--- src/rtl/ctc_pkg.sv ---
// package for the capture timer counter core: register map, fields, types
// assumes a 32-bit avalon-mm slave with word-aligned registers
package ctc_pkg;

  // register byte offsets
  localparam logic [3:0] CTC_OFS_CTRL   = 4'h0;
  localparam logic [3:0] CTC_OFS_COUNT  = 4'h4;
  localparam logic [3:0] CTC_OFS_PERIOD = 4'h8;
  localparam logic [3:0] CTC_OFS_STAT   = 4'hC;
  localparam logic [4:0] CTC_OFS_MASK   = 5'h10;
  localparam logic [4:0] CTC_OFS_VEC    = 5'h14;

  // control field positions
  localparam int CTC_POS_MODE  = 0;
  localparam int CTC_POS_DIV   = 2;
  localparam int CTC_POS_SRC   = 4;
  localparam int CTC_POS_CLR   = 6;

  // reset values and counting constants
  localparam logic [15:0] CTC_RST_COUNT  = 16'h0000;
  localparam logic [15:0] CTC_RST_PERIOD = 16'h0000;
  localparam logic [15:0] CTC_MAX_COUNT  = 16'hFFFF;
  localparam logic [15:0] CTC_ONE        = 16'h0001;
  localparam logic [2:0]  CTC_DIV_ZERO   = 3'h0;

  // channel count of this variant, three or five
  localparam int CTC_NUM_CH = 3;

  // interrupt vector codes
  localparam logic [3:0] CTC_VEC_NONE = 4'h0;
  localparam logic [3:0] CTC_VEC_OVF  = 4'hE;

  typedef enum logic [1:0]
  {
    CTC_MODE_STOP = 2'h0,
    CTC_MODE_UP   = 2'h1,
    CTC_MODE_CONT = 2'h2,
    CTC_MODE_UPDN = 2'h3
  } ctc_mode_t;

  typedef struct packed
  {
    logic [1:0] src;
    logic [1:0] div;
    ctc_mode_t  mode;
  } ctc_cfg_t;

  typedef struct packed
  {
    logic        read;
    logic        write;
    logic [4:0]  address;
    logic [31:0] writedata;
  } ctc_req_t;

endpackage

--- src/rtl/ctc_core.sv ---
// timer/counter core: 16-bit counter, source select, divider, clear, irq
// assumes clock sources are slow pins sampled by ref_clk (20 MHz)
// Function
// RULE1: sixteen-bit counter steps once per selected timer clock edge, up or down.
// RULE2: software reads and writes the count; writes take effect immediately.
// RULE3: counter overflow can raise an interrupt request.
// RULE4: clear bit zeroes count, prescaler and latched direction.
// RULE5: source select picks auxiliary, sub-main, external or alternate clock.
// RULE6: divider passes clock through or divides by two, four or eight.
// RULE7: flags set only when counting reaches a value, never on writes.
// RULE8: three or five channels share the counter, fixed per variant.
// RULE9: interrupts from overflow and separately from each channel.
// RULE10: four operating modes chosen by the mode field.
// RULE11: vector register encodes the highest pending timer interrupt.
// RULE12: asynchronous inputs are latched safely into the cpu clock.
// RULE13: software stops the timer before reconfiguring, except flags and clear.
// RULE14: asynchronous reads are done stopped or by majority vote.
// RULE15: modes: stop, up to period, continuous wrap, up then down.
`timescale 1ns/1ps
module ctc_core
  import ctc_pkg::*;
(
  // clock and reset
  input  wire logic                  ref_clk,
  input  wire logic                  sys_rst,
  // timer clock sources
  input  wire logic                  aux_clk,
  input  wire logic                  sub_main_clock,
  input  wire logic                  external_timer_clock,
  input  wire logic                  alternate_external_clock,
  // channel events from the capture/compare units
  input  wire logic [ctc_pkg::CTC_NUM_CH-1:0] ch_event,
  // avalon-mm slave
  input  wire logic [4:0]            avs_address,
  input  wire logic                  avs_read,
  input  wire logic                  avs_write,
  input  wire logic [31:0]           avs_writedata,
  output logic      [31:0]           avs_readdata,
  output logic                       avs_waitrequest,
  // count state to the channels, interrupt
  output logic      [15:0]           count_value,
  output logic                       count_down,
  output logic                       irq
);
  import ctc_pkg::*;

  localparam int NSRC = 4;
  localparam int NST  = NSRC + CTC_NUM_CH;

  // three-stage sampling of each source; stage 0 is read only by stage 1
  logic [NST-1:0] s0_ff, s1_ff, s2_ff, stab_ff;
  logic [NST-1:0] nxt_stab;
  logic [NST-1:0] raw_in;
  assign raw_in = {ch_event, alternate_external_clock, external_timer_clock,
                   sub_main_clock, aux_clk};

  genvar gi;
  generate
    for (gi = 0; gi < NST; gi++)
    begin : g_sync
      // a change counts only once stages one and two agree
      always_comb
      begin
        nxt_stab[gi] = (s1_ff[gi] == s2_ff[gi]) ? s2_ff[gi] : stab_ff[gi];
      end
    end
  endgenerate

  always_ff @(posedge ref_clk)
  begin
    if (sys_rst)
    begin
      s0_ff   <= '0;
      s1_ff   <= '0;
      s2_ff   <= '0;
      stab_ff <= '0;
    end
    else
    begin
      s0_ff   <= raw_in;
      s1_ff   <= s0_ff;
      s2_ff   <= s1_ff;
      stab_ff <= nxt_stab; // RULE12
    end
  end

  // register state
  ctc_cfg_t              cfg_ff, nxt_cfg;
  logic [15:0]           cnt_ff, nxt_cnt;
  logic [15:0]           per_ff, nxt_per;
  logic                  dir_ff, nxt_dir;
  logic [2:0]            pre_ff, nxt_pre;
  logic                  tck_ff, nxt_tck;
  logic [NST-1:0]        prev_ff;
  logic [CTC_NUM_CH:0]   stat_ff, nxt_stat;
  logic [CTC_NUM_CH:0]   mask_ff, nxt_mask;
  logic [31:0]           rd_ff, nxt_rd;
  logic                  ack_ff, nxt_ack;
  logic                  wait_ff, nxt_wait;
  logic                  irq_ff, nxt_irq;

  logic                  sel_clk, src_rise, tick;
  logic [2:0]            div_lim;
  logic                  wr_hit, rd_hit, ovf_evt, clr;
  logic [CTC_NUM_CH-1:0] ch_rise;
  logic [3:0]            vec;
  logic [CTC_NUM_CH:0]   pend;

  assign sel_clk  = stab_ff[cfg_ff.src]; // RULE5
  assign src_rise = sel_clk & ~prev_ff[cfg_ff.src];
  assign ch_rise  = stab_ff[NST-1:NSRC] & ~prev_ff[NST-1:NSRC];
  assign div_lim  = 3'((1 << cfg_ff.div) - 1); // RULE6
  // a write commits only at the edge where waitrequest is seen low
  assign wr_hit   = avs_write & ack_ff;
  assign rd_hit   = avs_read & ~ack_ff;
  assign clr      = wr_hit && avs_address == 5'(CTC_OFS_CTRL)
                    && avs_writedata[CTC_POS_CLR];

  // divider: one tick per 1, 2, 4 or 8 source edges
  always_comb
  begin
    nxt_pre = pre_ff;
    nxt_tck = 1'b0;
    if (src_rise)
    begin
      if (pre_ff >= div_lim)
      begin
        nxt_pre = CTC_DIV_ZERO;
        nxt_tck = 1'b1;
      end
      else
      begin
        nxt_pre = 3'(pre_ff + 3'h1);
      end
    end
    if (clr)
    begin
      nxt_pre = CTC_DIV_ZERO; // RULE4
      nxt_tck = 1'b0;
    end
  end
  assign tick = tck_ff;

  // counter and direction; overflow only from counting, not from writes
  always_comb
  begin
    nxt_cnt = cnt_ff;
    nxt_dir = dir_ff;
    ovf_evt = 1'b0;
    if (tick)
    begin
      unique case (cfg_ff.mode) // RULE10 RULE15
        CTC_MODE_STOP:
        begin
          nxt_cnt = cnt_ff;
        end
        CTC_MODE_UP:
        begin
          if (cnt_ff >= per_ff)
          begin
            nxt_cnt = CTC_RST_COUNT;
            ovf_evt = (cnt_ff == per_ff);
          end
          else
          begin
            nxt_cnt = 16'(cnt_ff + CTC_ONE); // RULE1
          end
        end
        CTC_MODE_CONT:
        begin
          nxt_cnt = 16'(cnt_ff + CTC_ONE);
          ovf_evt = (cnt_ff == CTC_MAX_COUNT);
        end
        CTC_MODE_UPDN:
        begin
          if (!dir_ff)
          begin
            if (cnt_ff >= per_ff)
            begin
              nxt_dir = 1'b1;
              nxt_cnt = 16'(cnt_ff - CTC_ONE);
            end
            else
            begin
              nxt_cnt = 16'(cnt_ff + CTC_ONE);
            end
          end
          else if (cnt_ff == CTC_RST_COUNT)
          begin
            nxt_dir = 1'b0;
            nxt_cnt = CTC_ONE;
          end
          else
          begin
            nxt_cnt = 16'(cnt_ff - CTC_ONE);
            ovf_evt = (cnt_ff == CTC_ONE);
          end
        end
      endcase
    end
    if (wr_hit && avs_address == 5'(CTC_OFS_COUNT))
    begin
      nxt_cnt = avs_writedata[15:0]; // RULE2 RULE7
      ovf_evt = 1'b0;
    end
    if (clr)
    begin
      nxt_cnt = CTC_RST_COUNT; // RULE4
      nxt_dir = 1'b0;
      ovf_evt = 1'b0;
    end
  end

  // interrupt priority: lowest channel first, overflow last
  always_comb
  begin
    pend = stat_ff & mask_ff;
    vec  = CTC_VEC_NONE;
    for (int i = CTC_NUM_CH; i >= 0; i--)
    begin
      if (pend[i])
      begin
        vec = (i == CTC_NUM_CH) ? CTC_VEC_OVF : 4'((i + 1) * 2); // RULE11
      end
    end
  end

  // bus slave: one wait cycle, answer on the second cycle
  always_comb
  begin
    nxt_cfg  = cfg_ff;
    nxt_per  = per_ff;
    nxt_mask = mask_ff;
    nxt_stat = stat_ff;
    nxt_rd   = rd_ff;
    nxt_ack  = (avs_read | avs_write) & ~ack_ff;
    nxt_wait = ~nxt_ack;
    if (wr_hit)
    begin
      unique case (avs_address)
        5'(CTC_OFS_CTRL):
        begin
          nxt_cfg.mode = ctc_mode_t'(avs_writedata[CTC_POS_MODE +: 2]);
          nxt_cfg.div  = avs_writedata[CTC_POS_DIV +: 2];
          nxt_cfg.src  = avs_writedata[CTC_POS_SRC +: 2];
        end
        5'(CTC_OFS_PERIOD): nxt_per = avs_writedata[15:0];
        5'(CTC_OFS_STAT):
          nxt_stat = stat_ff & ~avs_writedata[CTC_NUM_CH:0];
        CTC_OFS_MASK: nxt_mask = avs_writedata[CTC_NUM_CH:0];
        default: nxt_per = per_ff;
      endcase
    end
    // set wins over a write-one clear in the same cycle
    nxt_stat = nxt_stat | {ovf_evt, ch_rise}; // RULE3 RULE8 RULE9
    if (rd_hit)
    begin
      unique case (avs_address)
        5'(CTC_OFS_CTRL):   nxt_rd = 32'({cfg_ff.src, cfg_ff.div,
                                          cfg_ff.mode});
        5'(CTC_OFS_COUNT):  nxt_rd = {16'h0000, cnt_ff}; // RULE2
        5'(CTC_OFS_PERIOD): nxt_rd = {16'h0000, per_ff};
        5'(CTC_OFS_STAT):   nxt_rd = 32'(stat_ff);
        CTC_OFS_MASK:       nxt_rd = 32'(mask_ff);
        CTC_OFS_VEC:        nxt_rd = 32'(vec);
        default:            nxt_rd = 32'h0000_0000;
      endcase
    end
    nxt_irq = |(nxt_stat & nxt_mask);
  end

  always_ff @(posedge ref_clk)
  begin
    if (sys_rst)
    begin
      cfg_ff  <= '{src: 2'h0, div: 2'h0, mode: CTC_MODE_STOP};
      cnt_ff  <= CTC_RST_COUNT;
      per_ff  <= CTC_RST_PERIOD;
      dir_ff  <= 1'b0;
      pre_ff  <= CTC_DIV_ZERO;
      tck_ff  <= 1'b0;
      prev_ff <= '0;
      stat_ff <= '0;
      mask_ff <= '0;
      rd_ff   <= 32'h0000_0000;
      ack_ff  <= 1'b0;
      wait_ff <= 1'b1;
      irq_ff  <= 1'b0;
    end
    else
    begin
      cfg_ff  <= nxt_cfg;
      cnt_ff  <= nxt_cnt;
      per_ff  <= nxt_per;
      dir_ff  <= nxt_dir;
      pre_ff  <= nxt_pre;
      tck_ff  <= nxt_tck;
      prev_ff <= stab_ff;
      stat_ff <= nxt_stat;
      mask_ff <= nxt_mask;
      rd_ff   <= nxt_rd;
      ack_ff  <= nxt_ack;
      wait_ff <= nxt_wait;
      irq_ff  <= nxt_irq;
    end
  end

  assign avs_readdata    = rd_ff;
  assign avs_waitrequest = wait_ff;
  assign count_value     = cnt_ff;
  assign count_down      = dir_ff;
  assign irq             = irq_ff;

  // checks
  a_cont_wrap: assert property (@(posedge ref_clk) disable iff (sys_rst)
    tick && cfg_ff.mode == CTC_MODE_CONT && cnt_ff == CTC_MAX_COUNT
    && !avs_write |=> cnt_ff == CTC_RST_COUNT && stat_ff[CTC_NUM_CH])
    else $error("continuous wrap missed"); // RULE3
  a_clear_all: assert property (@(posedge ref_clk) disable iff (sys_rst)
    clr |=> cnt_ff == CTC_RST_COUNT && pre_ff == CTC_DIV_ZERO && !dir_ff)
    else $error("clear incomplete"); // RULE4
  a_write_cnt: assert property (@(posedge ref_clk) disable iff (sys_rst)
    wr_hit && avs_address == 5'(CTC_OFS_COUNT) && !clr
    |=> cnt_ff == $past(avs_writedata[15:0]))
    else $error("count write lost"); // RULE2
  a_write_noflag: assert property (@(posedge ref_clk) disable iff (sys_rst)
    wr_hit && avs_address == 5'(CTC_OFS_COUNT) && ch_rise == '0
    && !stat_ff[CTC_NUM_CH] |=> !stat_ff[CTC_NUM_CH])
    else $error("write set overflow flag"); // RULE7
  a_stop_hold: assert property (@(posedge ref_clk) disable iff (sys_rst)
    cfg_ff.mode == CTC_MODE_STOP && !wr_hit |=> $stable(cnt_ff))
    else $error("stopped counter moved"); // RULE15
  a_up_step: assert property (@(posedge ref_clk) disable iff (sys_rst)
    tick && cfg_ff.mode == CTC_MODE_UP && cnt_ff < per_ff && !wr_hit
    |=> cnt_ff == $past(cnt_ff) + 16'h0001)
    else $error("up step wrong"); // RULE1
  a_updn_turn: assert property (@(posedge ref_clk) disable iff (sys_rst)
    tick && cfg_ff.mode == CTC_MODE_UPDN && !dir_ff && cnt_ff == per_ff
    && per_ff != 16'h0000 && !wr_hit |=> dir_ff)
    else $error("no turn at period"); // RULE10
  a_irq_level: assert property (@(posedge ref_clk) disable iff (sys_rst)
    irq == |(stat_ff & mask_ff))
    else $error("irq mismatch"); // RULE9
  a_bus_answer: assert property (@(posedge ref_clk) disable iff (sys_rst)
    (avs_read || avs_write) && avs_waitrequest |=> !avs_waitrequest)
    else $error("bus answer late"); // RULE12
  c_cont_ovf: cover property (@(posedge ref_clk)
    tick && cfg_ff.mode == CTC_MODE_CONT && cnt_ff == CTC_MAX_COUNT);
  c_updn_turn: cover property (@(posedge ref_clk) $rose(dir_ff));
  c_irq: cover property (@(posedge ref_clk) $rose(irq));
endmodule // ctc_core

--- config.mk ---
export PLATFORM = sky130hd
export DESIGN_NAME = ctc_core
export DESIGN_NICKNAME = d
export VERILOG_FILES = /design/src/rtl/ctc_pkg.sv /design/src/rtl/ctc_core.sv
export SDC_FILE = /design/constraint.sdc
export NUM_CORES = 1
export LEC_CHECK = 0
export BUFFER_PORTS_ARGS = -buffer_cell sky130_fd_sc_hd__buf_4
export CORE_AREA = 4 4 106 108
export DETAILED_ROUTE_END_ITERATION = 16
export DIE_AREA = 0 0 110 112
export PLACE_DENSITY_LB_ADDON = 0.1
export SLEW_MARGIN = 10
export SYNTH_ARGS = -nofsm -noshare
export SYNTH_HDL_FRONTEND = slang
export SYNTH_SLANG_ARGS = --single-unit
--- constraint.sdc ---
create_clock -name ref_clk -period 4.6 [get_ports ref_clk]
set_input_delay 0.23 -clock ref_clk [delete_from_list [all_inputs] [get_ports ref_clk]]
set_output_delay 0.23 -clock ref_clk [all_outputs]
set_load 0.05 [all_outputs]
==> impl_results.md <==
- Startpoint Class: flip-flop
- Clock share of power: 0.375
- EDFF count, synth: 0
- Hold violation total from the final report: 0
- CTS Root Buffer Type: clkbuf_8
- Initial Utilization: 0.5481
- Worst Hold Launch: ch_event[1]
- Final period utilization: 0.7041
- GRT Util Overall: 0.2537
- Dpl ws: 1.442 ns
- F_max: 308.7 MHz
- Post-Route WL: 15290 microns
- Leak pwr: 0.002449 uW
- Die ar.: 12320 sq um
- Minimum clock period: 3.239 ns
- Core Area: 10230 sq um
- Reg2reg end: count_value[6]
- Final cell count without fillers: 891
- Num CTS Buffers: 9
- DP Cell Count: 875
- Hold Path Stages: 2
- Setup_tns: 0 ns
- P&R area growth vs syn: 12.83%
- HP Class: primary input to flip-flop
- First-pass GRT wire length: 25030 microns
- Die X-Extent: 110 microns
- Synth Cell Area: 5608 sq um
- # setup viols final: 0
- Final net count: 822
- RSZ-0062 raised after global routing: false
- Max IR drop VDD: 260.1 uV
- H-tree levels: 3
- Synth warn: 0
- Register bit total from synthesis: 105
- Synth unique cells: 64
- R2R Path Start: count_value[13]
- Buffers added on ports: 66
- Detailed Routing Iterations Pass 1: 6
- Antenna violations before repair: 0
- Hold buffer count at CTS: 0
- Max Cap Viol: 0
- Slew Viols, Final: 0
- Worst-Margin Slew: 1.069 ns
- Pwr Density: 266.1 nW/um^2
- Worst-Skew Late Latency: 0.39 ns
- Row cnt: 37
- Switch Pwr: 449.3 uW
- Post-layout util: 0.6184
- Slew margin rel.: 0.2874
- Critical path class: flip-flop to flip-flop
- Vias in the first global route: 4828
- Drt initial violations: 511
- Placer congestion estimate: 0.9362
- Clk slew on worst S/H paths: 0.11 ns
- Via count: 5372
- Worst EP arrival: 3.54 ns
- CTS tree: built
- Largest cells by area after synthesis: dfxtp_1, a21oi_1, nand2_1, ha_1, nor2_1
- Layout cells sized above 1: 0.1391
- Clock tree buffer depth: 2
- Ys async rst share: 0
- Final Skew: 0.01318 ns
- Seq pwr share: 0.549
- DRT antenna net count: 0
- Required time of the critical path: 4.91 ns
- Top cell type's share of synthesized area: 0.3748
- Outcome: complete, no violations
- Total congestion overflow: 0
- ANT cells: 0
- Postcts setup bufs: 0
- R2R cell count: 8
- Crit. End Element: flip-flop
- Logic gate share of total power: 0.076
- Cell internal pwr: 1235 uW
- Crit-path max FO: 11
- Top Ports: 99
- Largest net degree at the start of global routing: 87
- Reg2Reg Setup Slack: 1.36 ns
- Vias per cell: 6.029
- WL/cell: 17.16 microns
- Clock Sinks: 105
- Chip height: 112 microns
- Resize count post-CTS: 0
- Seq/Total Area, Yosys: 0.3748
- Final WS setup: 1.361 ns
- Cells after Synth: 709
- Synth area leader: dfxtp_1
- Worst Hold End: s0_ff[5]
- DP HPWL: 10750 microns
- Sw Ratio: 0.2668
- Syn avg cell area: 7.910 sq um
- Top_reg_cell synth: dfxtp_1
- Drt drc: 0
[logic make-up (layout without fill, tap and decap cells)]
| family | after synthesis | after routing | share of synthesized area |
|---|---|---|---|
| xor+xnor | 4 | 4 | 0.006247 |
| fa+ha+maj | 24 | 24 | 0.05355 |
| buf+inv | 87 | 118 | 0.07073 |
| mux | 12 | 12 | 0.02187 |
| flops | 105 | 105 | 0.3748 |
| other cells | 1 | 16 | 0.0006687 |
| simple gates | 281 | 281 | 0.2519 |
| compound gates | 195 | 195 | 0.2202 |
[how the worst max path moves through the flow]
stage | from | endpoint | slack (ns) | depth (start not counted)
global placement | count_value[13] | count_value[6] | 1.50 | 8
floorplan | count_value[0] | count_value[6] | 1.81 | 9
global route | count_value[12] | count_value[6] | 1.07 | 8
detailed placement | count_value[12] | count_value[6] | 1.44 | 8
CTS | count_value[12] | count_value[6] | 1.42 | 8
finish | count_value[13] | count_value[6] | 1.36 | 8
[registers in the layout, summed over array words and instances, names as in the netlist, 4 cells and up]
signal,cells
s0_ff,7
cfg_ff,6
mask_ff,4
prev_ff,7
per_ff,16
s1_ff,7
stab_ff,7
s2_ff,7
avs_readdata,16
count_value,16
stat_ff,4
[power groups by stage]
stage	Clock, uW	Combinational (uW)	Sequential (uW)
6_report	631	128	925
5_1_grt	675	137	927
4_1_cts	640	127	925
3_5_place_dp	0	126	946
3_3_place_gp	0	125	945
2_1_floorplan	0	87.8	948
[metal layers]
layer,up-vias,wire [microns],global-route usage,part of all wire
li1,2578,-,-,-
met1,2508,6911,0.3771,0.45
met2,250,6789,0.3718,0.44
met3,36,1325,0.04638,0.087
met4,0,261,0.07481,0.017
met5,-,0,0,0
[synthesized netlist by cell type, types with 3 or more instances]
cell and count:
dfxtp_1 105, nand2_1 85, a21oi_1 73, nor2_1 67
clkbuf_1 36, o21ai_0 34, nor2b_1 33, inv_1 26
ha_1 24, a22oi_1 18, nand3_1 18, buf_4 16
a31oi_1 14, nor3_1 12, nor4_1 11, mux2i_1 10
and3_1 9, nand4_1 9, buf_2 8, nand2b_1 7
a21o_1 6, and2_1 5, o211ai_1 5, a21boi_0 4
a221oi_1 4, a311oi_1 4, or4_1 4, xor2_1 4
and4_1 3, nand3b_1 3, nor3b_1 3, o22ai_1 3
o31ai_1 3, o32ai_1 3
[cell type report]
type,count,area (sq um)
multi-input combinational,532,3166
fill,931,3904
clock inverter,6,83.83
inverter,26,97.59
tap,136,170.2
sequential,105,2102
timing repair buffer,76,570.5
clock buffer,10,137.6
[placed cells by master (no fill, tap or decap), types with 5 or more instances in the layout]
master	n
a21oi_1	73
nand2_1	85
nand2b_1	7
a31oi_1	14
and2_1	5
nor2b_1	33
nand4_1	9
o21ai_0	34
nor3_1	12
a21o_1	6
inv_1	26
dfxtp_1	105
nor4_1	11
mux2i_1	10
clkbuf_8	10
nor2_1	67
nand3_1	18
buf_4	76
and3_1	9
o211ai_1	5
conb_1	16
ha_1	24
a22oi_1	18
[stage by stage]
| step | hold slack (ns) | instance area [sq um] | total power (uW) |
|---|---|---|---|
| floorplan | 0.3582 | 5664 | 1036 |
| global placement | 0.4156 | 6106 | 1070 |
| detailed placement | 0.4245 | 6106 | 1072 |
| CTS | 0.03557 | 6327 | 1692 |
| global route | 0.04007 | 6327 | 1739 |
| finish | 0.04734 | 6327 | 1684 |
[critical path, cell delays in order (launching register included)]
cell and delay [ns]:
dfxtp_1 0.64, ha_1 0.24, nand4_1 0.17, nor4_2 0.43, o31ai_2 0.22, a31oi_2 0.55
and2_1 0.47, a311oi_1 0.16, o32ai_1 0.28
No activity file was read; power rests on OpenSTA's default activity.
